File: src/core/ttbr_regs.vh
// register map, field positions and reset values of the thermal target and boost ratio bank
`ifndef TTBR_REGS_VH
`define TTBR_REGS_VH

// register indices as printed; byte address is four times the index
`define TTBR_IDX_THERMAL_TARGET  12'h1A2
`define TTBR_IDX_OFFCHIP_SEL_0   12'h1A6
`define TTBR_IDX_OFFCHIP_SEL_1   12'h1A7
`define TTBR_IDX_BOOST_CEILING   12'h1AD

// 64-bit registers are split into two words; address bit 13 selects the half
`define TTBR_HALF_LO             1'b0
`define TTBR_HALF_HI             1'b1

// thermal target fields
`define TTBR_TGT_LSB             16
`define TTBR_TGT_MSB             23
`define TTBR_OFS_LSB             24
`define TTBR_OFS_MSB             29
`define TTBR_OFS_W               6

// reset values
`define TTBR_OFS_RST             6'h00
`define TTBR_SEL_RST             64'h0000000000000000
`define TTBR_CEIL_RST            64'h0000000000000000
`define TTBR_WORD_ZERO           32'h00000000

// boost ceiling: eight byte fields, one per active core count
`define TTBR_RATIO_W             8
`define TTBR_CORES_W             4

`endif

File: src/core/ttbr_top.v
// APB register bank for thermal target, off-chip response selects and boost ratio ceiling
//
// Chosen here: the APB interface to the registers.
`timescale 1ns/1ps
`include "ttbr_regs.vh"

module ttbr_top #(
    parameter [7:0] DEFAULT_TARGET = 8'h64
) (
    input  wire        pclk,
    input  wire        presetn,
    input  wire        psel,
    input  wire        penable,
    input  wire        pwrite,
    input  wire [15:0] paddr,
    input  wire [31:0] pwdata,
    input  wire [3:0]  pstrb,
    output reg  [31:0] prdata,
    output reg         pready,
    output reg         pslverr,
    input  wire [3:0]  active_cores,
    output reg  [8:0]  hot_alarm_temp,
    output reg  [7:0]  boost_ratio,
    output reg  [63:0] offchip_response_select_0,
    output reg  [63:0] offchip_response_select_1
);

    // ------------------------------------------------------------
    // address decode
    // ------------------------------------------------------------

    wire [11:0] reg_idx;
    wire        half;
    wire        aligned;
    reg         hit;
    wire        setup;
    wire        wr_cycle;

    // byte address = 4 * (index); 64-bit registers take index and upper half at +0x2000
    assign reg_idx  = {1'b0, paddr[12:2]};
    assign half     = paddr[13];
    assign aligned  = (paddr[1:0] == 2'h0) && (paddr[15:14] == 2'h0);
    assign setup    = psel && !penable;
    assign wr_cycle = psel && penable && pwrite && pready && hit;

    // known register check
    always @* begin
        case (reg_idx)
            `TTBR_IDX_THERMAL_TARGET: hit = aligned;
            `TTBR_IDX_OFFCHIP_SEL_0:  hit = aligned;
            `TTBR_IDX_OFFCHIP_SEL_1:  hit = aligned;
            `TTBR_IDX_BOOST_CEILING:  hit = aligned;
            default:                  hit = 1'b0;
        endcase
    end

    // ------------------------------------------------------------
    // storage
    // ------------------------------------------------------------

    reg  [5:0]  offset_q;
    wire [63:0] sel0_val;
    wire [63:0] sel1_val;
    wire [63:0] ceil_val;
    wire [7:0]  picked_ratio;
    wire [63:0] thermal_val;

    // only the offset field of the thermal target is writable
    always @(posedge pclk or negedge presetn) begin
        if (!presetn) begin
            offset_q <= `TTBR_OFS_RST;
        end else if (wr_cycle && reg_idx == `TTBR_IDX_THERMAL_TARGET && half == `TTBR_HALF_LO && pstrb[3]) begin
            offset_q <= pwdata[`TTBR_OFS_MSB:`TTBR_OFS_LSB];
        end
    end

    // read view: reserved bits zero, target fixed
    assign thermal_val = {34'h0, offset_q, DEFAULT_TARGET, 16'h0000};

    ttbr_word_reg #(.RST_VAL(`TTBR_SEL_RST)) u_sel0 (
        .pclk    (pclk),
        .presetn (presetn),
        .wr_lo   (wr_cycle && reg_idx == `TTBR_IDX_OFFCHIP_SEL_0 && half == `TTBR_HALF_LO),
        .wr_hi   (wr_cycle && reg_idx == `TTBR_IDX_OFFCHIP_SEL_0 && half == `TTBR_HALF_HI),
        .wdata   (pwdata),
        .pstrb   (pstrb),
        .value   (sel0_val)
    );

    ttbr_word_reg #(.RST_VAL(`TTBR_SEL_RST)) u_sel1 (
        .pclk    (pclk),
        .presetn (presetn),
        .wr_lo   (wr_cycle && reg_idx == `TTBR_IDX_OFFCHIP_SEL_1 && half == `TTBR_HALF_LO),
        .wr_hi   (wr_cycle && reg_idx == `TTBR_IDX_OFFCHIP_SEL_1 && half == `TTBR_HALF_HI),
        .wdata   (pwdata),
        .pstrb   (pstrb),
        .value   (sel1_val)
    );

    ttbr_word_reg #(.RST_VAL(`TTBR_CEIL_RST)) u_ceil (
        .pclk    (pclk),
        .presetn (presetn),
        .wr_lo   (wr_cycle && reg_idx == `TTBR_IDX_BOOST_CEILING && half == `TTBR_HALF_LO),
        .wr_hi   (wr_cycle && reg_idx == `TTBR_IDX_BOOST_CEILING && half == `TTBR_HALF_HI),
        .wdata   (pwdata),
        .pstrb   (pstrb),
        .value   (ceil_val)
    );

    ttbr_ratio_pick u_pick (
        .ceiling      (ceil_val),
        .active_cores (active_cores),
        .ratio        (picked_ratio)
    );

    // ------------------------------------------------------------
    // read mux
    // ------------------------------------------------------------

    reg [63:0] rd_full;
    reg [31:0] rd_word;

    always @* begin
        case (reg_idx)
            `TTBR_IDX_THERMAL_TARGET: rd_full = thermal_val;
            `TTBR_IDX_OFFCHIP_SEL_0:  rd_full = sel0_val;
            `TTBR_IDX_OFFCHIP_SEL_1:  rd_full = sel1_val;
            `TTBR_IDX_BOOST_CEILING:  rd_full = ceil_val;
            default:                  rd_full = 64'h0000000000000000;
        endcase
        rd_word = half ? rd_full[63:32] : rd_full[31:0];
        if (!hit) begin
            rd_word = `TTBR_WORD_ZERO;
        end
    end

    // ------------------------------------------------------------
    // APB answer: no wait state, pready in first access cycle
    // ------------------------------------------------------------

    always @(posedge pclk or negedge presetn) begin
        if (!presetn) begin
            pready  <= 1'b0;
            pslverr <= 1'b0;
            prdata  <= `TTBR_WORD_ZERO;
        end else if (setup) begin
            pready  <= 1'b1;
            pslverr <= !hit;
            prdata  <= pwrite ? `TTBR_WORD_ZERO : rd_word;
        end else begin
            pready  <= 1'b0;
            pslverr <= 1'b0;
        end
    end

    // ------------------------------------------------------------
    // block outputs
    // ------------------------------------------------------------

    // effective activation temperature and current ceiling, registered
    always @(posedge pclk or negedge presetn) begin
        if (!presetn) begin
            hot_alarm_temp            <= 9'h000;
            boost_ratio               <= 8'h00;
            offchip_response_select_0 <= `TTBR_SEL_RST;
            offchip_response_select_1 <= `TTBR_SEL_RST;
        end else begin
            hot_alarm_temp            <= {1'b0, DEFAULT_TARGET} + {3'h0, offset_q};
            boost_ratio               <= picked_ratio;
            offchip_response_select_0 <= sel0_val;
            offchip_response_select_1 <= sel1_val;
        end
    end

endmodule

File: src/core/ttbr_word_reg.v
// 64-bit read/write register written one 32-bit half at a time
`timescale 1ns/1ps
`include "ttbr_regs.vh"

module ttbr_word_reg #(
    parameter [63:0] RST_VAL = `TTBR_SEL_RST
) (
    input  wire        pclk,
    input  wire        presetn,
    input  wire        wr_lo,
    input  wire        wr_hi,
    input  wire [31:0] wdata,
    input  wire [3:0]  pstrb,
    output wire [63:0] value
);

    reg [63:0] value_q;
    reg [63:0] value_d;
    integer    i;

    // byte-lane merge of the written half
    always @* begin
        value_d = value_q;
        for (i = 0; i < 4; i = i + 1) begin
            if (wr_lo && pstrb[i]) begin
                value_d[i*8 +: 8] = wdata[i*8 +: 8];
            end
            if (wr_hi && pstrb[i]) begin
                value_d[32 + i*8 +: 8] = wdata[i*8 +: 8];
            end
        end
    end

    // storage
    always @(posedge pclk or negedge presetn) begin
        if (!presetn) begin
            value_q <= RST_VAL;
        end else begin
            value_q <= value_d;
        end
    end

    assign value = value_q;

endmodule

File: src/core/ttbr_ratio_pick.v
// selects the boost ratio ceiling for the current active core count
`timescale 1ns/1ps
`include "ttbr_regs.vh"

module ttbr_ratio_pick (
    input  wire [63:0] ceiling,
    input  wire [3:0]  active_cores,
    output reg  [7:0]  ratio
);

    // one core uses byte 0, eight cores byte 7; zero or above eight gives zero
    always @* begin
        case (active_cores)
            4'h1:    ratio = ceiling[7:0];
            4'h2:    ratio = ceiling[15:8];
            4'h3:    ratio = ceiling[23:16];
            4'h4:    ratio = ceiling[31:24];
            4'h5:    ratio = ceiling[39:32];
            4'h6:    ratio = ceiling[47:40];
            4'h7:    ratio = ceiling[55:48];
            4'h8:    ratio = ceiling[63:56];
            default: ratio = 8'h00;
        endcase
    end

endmodule

File: config.mk
export PLATFORM = sky130hd
export DESIGN_NAME = ttbr_top
export DESIGN_NICKNAME = d
export VERILOG_FILES = /design/src/core/ttbr_top.v /design/src/core/ttbr_word_reg.v /design/src/core/ttbr_ratio_pick.v
export VERILOG_INCLUDE_DIRS = /design/src /design/src/core
export SDC_FILE = /design/constraint.sdc
export NUM_CORES = 1
export LEC_CHECK = 0
export BUFFER_PORTS_ARGS = -buffer_cell sky130_fd_sc_hd__buf_2
export CAP_MARGIN = 0
export CORE_ASPECT_RATIO = 0.75
export CORE_MARGIN = 4
export CORE_UTILIZATION = 35
export DETAILED_ROUTE_END_ITERATION = 12
export GPL_TIMING_DRIVEN = 0
export SYNTH_ARGS = -nofsm -noshare
export SYNTH_HDL_FRONTEND = slang
export SYNTH_SLANG_ARGS = --single-unit
File: constraint.sdc
create_clock -name pclk -period 2.1 [get_ports pclk]
set_input_delay 0.105 -clock pclk [delete_from_list [all_inputs] [get_ports pclk]]
set_output_delay 0.105 -clock pclk [all_outputs]
set_load 0.05 [all_outputs]
## Word level (Yosys, flattened, before mapping)

Index checks and enable logic that the tools add are counted.
Widths: inputs -> output; s select.

- Logic and storage cells: 101
- Flip-flop bits (word level): 376
- Output and inout port bits: 179
- Bits of input ports: 61

- Equal/unequal tests: 12
- $add $sub $neg: 1
- Reduce and logical (&&, ||, !) cells: 47
- Multiplexer cells: 8
- Bitwise gates (word level): 1

Operators by type and width:

| operator | count |
|---|---|
| $pmux 64 s4 | 1 |
| $mux 32 | 3 |
| $pmux 8 s8 | 1 |
| $eq 11x9->1 const B | 4 |
| $logic_and 1x1->1 | 42 |
| $eq 4x3->1 const B | 4 |
| $add 7x6->8 const A | 1 |
| $eq 4x2->1 const B | 2 |
| $eq 4x1->1 const B | 1 |
| $eq 4x4->1 const B | 1 |
| $logic_not 2->1 | 2 |
| $reduce_or 4->1 | 1 |
| $mux 1 | 3 |
| $logic_not 1->1 | 2 |
| $not 1->1 | 1 |

## Longest topological paths before layout

- Depth after elaboration: 7
- Depth in mapped cells: 8
- Depth with buffers taken out: 5

## By module

From an unflattened synthesis, not the netlist that was laid out.

- Cell total of the unflattened synthesis: 1,064
- Area, all modules: 14,826.7 um^2

Modules (own cells, without submodules):

| module | instances | sequential area each (um^2) | cells an instance | area each (um^2) |
|---|---|---|---|---|
| ttbr_word_reg | 3 | 1,601.5 | 136 | 2,372.3 |
| ttbr_top | 1 | 4,604.4 | 544 | 6,970.4 |
| ttbr_ratio_pick | 1 | 0.0 | 112 | 739.5 |

## Worst setup path after synthesis

Ideal clock, no wire load.

- Path kind: reg-to-reg
- From: register pready
- To: register u_sel1.value_q[39] (netlist: u_sel1.value[39])
- Period minus slack after synthesis: 2,246 ps
- Arrival time: 2,119 ps
- Cell stages (with the launch flop): 6
- Buffers on the path: 0
- Slack: -146 ps
- Library setup time: 128 ps
- Cell sequence: dfrtp_1 -> nand4_1 -> or3_4 -> nor4_4 -> nand2_4 -> mux2_1

- Word-level cells in the longest chain between the ends: 5

Ends and longest elaborated chain:

| what | line | RTL |
|---|---|---|
| from (decl) | ttbr_top.v:19 | `output reg pready,` |
| from (signal assigned) | ttbr_top.v:143 | `pready <= 1'b0;` |
| from (signal assigned) | ttbr_top.v:147 | `pready <= 1'b1;` |
| from (signal assigned) | ttbr_top.v:151 | `pready <= 1'b0;` |
| $logic_and 1x1->1 (2 in series) | ttbr_top.v:44 | `assign wr_cycle = psel && penable && pwrite && pready && hit;` |
| $logic_and 1x1->1 (no source line) (2 in series) | -- |  |
| $logic_and 1x1->1 | ttbr_word_reg.v:28 | `if (wr_hi && pstrb[i]) begin` |
| to (signal assigned) | ttbr_word_reg.v:39 | `value_q <= value_d;` |
| to (decl) | ttbr_word_reg.v:17 | `reg [63:0] value_q;` |

No other way between the ends.
A chain may end at the register's enable or synchronous reset.

## Worst setup path after layout

- From: input paddr[2]
- To: register prdata[28]

- Word-level cells in the longest chain between the ends: 5
- Elaborated cells on any way between the ends: 10
- Those cells by class: eq/ne (4); mux (5); reduce/logical (1)

Ends and longest elaborated chain:

| what | line | RTL |
|---|---|---|
| from (decl) | ttbr_top.v:15 | `input wire [15:0] paddr,` |
| $eq 11x9->1 | ttbr_top.v:48, ttbr_top.v:124 |  |
| $pmux 64 s4 or $reduce_or 4->1 (tied branches) | -- |  |
| $mux 32 or $mux 1 (tied branches) | ttbr_top.v:131, ttbr_top.v:48 |  |
| $mux 32 * | ttbr_top.v:132 | `if (!hit) begin` |
| $mux 32 * | ttbr_top.v:149 | `` prdata <= pwrite ? `TTBR_WORD_ZERO : rd_word; `` |
| to (signal assigned) | ttbr_top.v:145 | `` prdata <= `TTBR_WORD_ZERO; `` |
| to (signal assigned) | ttbr_top.v:149 |  |
| to (decl) | ttbr_top.v:18 | `output reg [31:0] prdata,` |

Every way passes the cells marked *; elsewhere a longest branch is shown, timed or not.

==> impl_metrics.csv <==
group,metric,value,unit
critical_path,r2r-end,"u_ceil.value[63]",
routing,drc_errors,0,
critical_path,rr_worst_depth,5,
synthesis,synth_nets,1103,
floorplanning,start_util,0.356,
critical_path,arrival,2.53,ns
power_and_ir_drop,p_sw_frac,0.215,
synthesis,async_flop_share,1.00,
finish,nets,1426,
synthesis,synth_edf_count,0,
clock_network,clockRootBuffer,"clkbuf_16",
finish,final_layout_size_suffix_gt1_frac,0.412,
critical_path,rr_startpoint,"pready",
routing,drtIter0Drc,984,
timing,worstMarginPinSlew,1.01,ns
synthesis,yosys_warnings,0,
finish,areaGrowthSynthToFinish,27.5,%
critical_path,crit_path_max_fanout,10,
clock_network,clock_latency,0.55,ns
power_and_ir_drop,power.internal,12.3,mW
power_and_ir_drop,peakVddDrop,0.510,mV
synthesis,post-synth-top-area-cell,"dfrtp_1",
global_routing,track_usage,0.209,
clock_network,htreeDepth,2,
worst_hold_path,holdPathStages,5,
placement,port_buffers,233,
power_and_ir_drop,sequentialPowerShare,0.463,
worst_hold_path,hold_end,"pslverr",
power_and_ir_drop,p_switching,3.36,mW
synthesis,syn-cell-area,14600,um^2
synthesis,seq_area_frac_synth,0.644,
clock_network,cts_tree,"done",
floorplanning,die_w,244,um
floorplanning,die_h,185,um
timing,finalSetupTns,0,ns
clock_network,numCtsBuffers,39,
placement,dp_hpwl,33700,um
critical_path,crit_path_end_kind,"flop",
floorplanning,ios,240,
synthesis,synthFlopType,"dfrtp_1",
power_and_ir_drop,power_density,841,nW/um^2
power_and_ir_drop,combPwrFrac,0.038,
timing,slew_headroom,0.329,
clock_network,cts_sinks,376,
critical_path,critPathRequiredTime,2.53,ns
worst_hold_path,min-delay-start,"paddr[2]",
timing,setup_viol,0,
power_and_ir_drop,clockPowerShare,0.499,
global_routing,antenna_found_initial,2,
clock_network,clk_pin_slew,0.06,ns
global_routing,grt_first_pass_wirelength,70300,um
synthesis,synth.distinct_cells,54,
timing,slew_violations,0,
synthesis,synth_top_area_frac,0.644,
placement,gp_congestion,0.932,
global_routing,grt_max_degree,126,
routing,antenna_left,0,
synthesis,synthCells,1041,
floorplanning,rows,64,
synthesis,ys_seq_elements,376,
floorplanning,coreArea,41000,um^2
critical_path,critPathMaxStageDelay,0.55,ns
routing,drt_pass1_iterations,5,
critical_path,critPathLaunchType,"primary input",
global_routing,grt_pass1_vias,10700,
critical_path,crit_top_cell,"buf_2",
synthesis,synth_area_leaders,"dfrtp_1, mux2_2, nand2_1",
finish,layout_common_cells,"dfrtp_1, buf_2, mux2_2",
outcome,status,"finished, final reports clean",
critical_path,crit_buf_inv,3,
routing,routed_wl,48000,um
clock_network,cts_buffer_depth,3,
routing,vias_per_cell,5.33,
timing,fin_skew,0.0190,ns
finish,mostFrequentLayoutCell,"dfrtp_1",
critical_path,crit_slowest_cell,"nor3_4",
timing,hold_violations,0,
synthesis,synth.avg_cell_area,14.0,um^2
timing,min_period_over_period,0.996,
critical_path,timing.setup.critical_path_class,"in -> reg",
critical_path,cp_top_family,"simple AND/OR/NAND/NOR gates",
routing,wl_per_cell,24.5,um
power_and_ir_drop,p_leak,9.63,nW
timing,fmax,478,MHz
finish,utilization,0.454,
timing,fin_crit,2.09,ns
timing,hold_slack,0.0698,ns
floorplanning,dieArea,45100,um^2
critical_path,path_cells,"buf_2 > buf_2 > nand3b_1 > nor3_4 > clkbuf_4 > a221oi_1 > o21ai_0 > a21boi_0",
critical_path,rrSetupSlack,0.05,ns
routing,via_count,10400,
power_and_ir_drop,p_total,15.7,mW
worst_hold_path,holdCritPathClass,"in -> reg",
global_routing,grt-ovfl-total,0,
flow_run,drv_cap,0,
==> cells by family after synthesis <==
logic type / Yosys count / share of synthesized area
adders and majority gates: 1 / 0.000857
other: 1 / 0.000257
AOI/OAI and AO/OA: 166 / 0.0829
muxes: 219 / 0.174
xor gates and xnor gates: 2 / 0.00120
and+or+nand+nor: 217 / 0.0801
buffers and inverters: 59 / 0.0164
DFF: 376 / 0.644
==> cells in the mapped netlist (3+ instances only) <==
master and instances:
dfrtp_1 376, nor2_1 9, a221oi_1 33, nand3b_1 5
a22o_1 9, a31oi_1 10, nand3_2 8, mux4_2 7
nand2_4 4, nor3_1 3, o21ai_0 16, buf_2 11
clkbuf_1 34, a21oi_1 28, mux2_1 4, nand4_1 13
mux2_2 202, a211oi_1 7, a32o_1 12, nand2b_1 5
buf_1 3, a22oi_1 32, o22ai_1 5, nand2_1 115
nor2b_1 5, and3_1 16, nand3_1 17, a21boi_0 5
nor3_2 3, inv_1 9, mux2i_1 6
==> area by class of cell <==
| class | instances | area [um^2] |
|---|---|---|
| Sequential cell | 376 | 9410 |
| Tap cell | 561 | 702 |
| Antenna cell | 2 | 5.00 |
| Inverter | 10 | 37.5 |
| Timing Repair Buffer | 282 | 1730 |
| Fill cell | 3797 | 22400 |
| Buffer | 49 | 225 |
| Multi-Input combinational cell | 606 | 5040 |
| Clock buffer | 53 | 1120 |
| Clock inverter | 18 | 339 |
==> stage by stage <==
stage | setup slack [ns] | instance area, um^2 | std cells
after floorplan | -0.0626 | 14600 | 1041
after global placement | -6.99 | 16500 | 1835
after detailed placement | -1.18 | 16600 | 1838
after CTS | -0.154 | 18500 | 1952
after global routing | -0.00449 | 18600 | 1957
final | 0.00738 | 18600 | 1957
==> worst reg2reg max path, stage by stage, from the launching register on <==
cell and delay [ns]:
dfrtp_2 0.35, nand4_1 0.16, or3_4 0.47, nor3_4 0.33, nand2_2 0.25, mux2_1 0.37
==> power groups by stage <==
stage / Sequential, mW / Combinational, mW / Clock, mW
2_1_floorplan: 7.40 / 0.157 / 0
3_3_place_gp: 7.39 / 0.498 / 0
3_5_place_dp: 7.38 / 0.530 / 0
4_1_cts: 7.25 / 0.592 / 7.94
5_1_grt: 7.24 / 0.656 / 8.24
6_report: 7.25 / 0.591 / 7.81
==> flip-flops by register name, summed over array words and instances, names as in the netlist <==
signal / flops
u_ceil.value: 64
offset_q: 6
pready: 1
boost_ratio: 8
offchip_response_select_1: 64
u_sel0.value: 64
offchip_response_select_0: 64
prdata: 32
pslverr: 1
u_sel1.value: 64
hot_alarm_temp: 8
==> per-layer routing <==
layer | track usage | wire [um] | vias to the layer above
li1 | - | - | 4488
met3 | 0.0550 | 4000 | 92
met1 | 0.298 | 21400 | 5414
met2 | 0.315 | 21100 | 441
met5 | 0 | 0 | -
met4 | 0.0658 | 1420 | 0
==> how the worst max path moves through the flow <==
stage,start,end,depth (start not counted)
floorplan,pready,u_sel1.value[39],5
global placement,presetn,pready,1
detailed placement,paddr[2],prdata[5],9
CTS,paddr[2],u_sel0.value[26],7
global route,pready,u_ceil.value[39],5
finish,paddr[2],prdata[28],8
==> repair_timing <==
action | in CTS | in global routing
endpoints found under the hold margin | 452 | 0
hold buffers | 36 | 0
pin swaps | 3 | 4
setup buffers | 7 | 3
endpoints found under the setup margin | 223 | 80
resized for setup | 22 | 17
(Power assumes the default switching activity.)
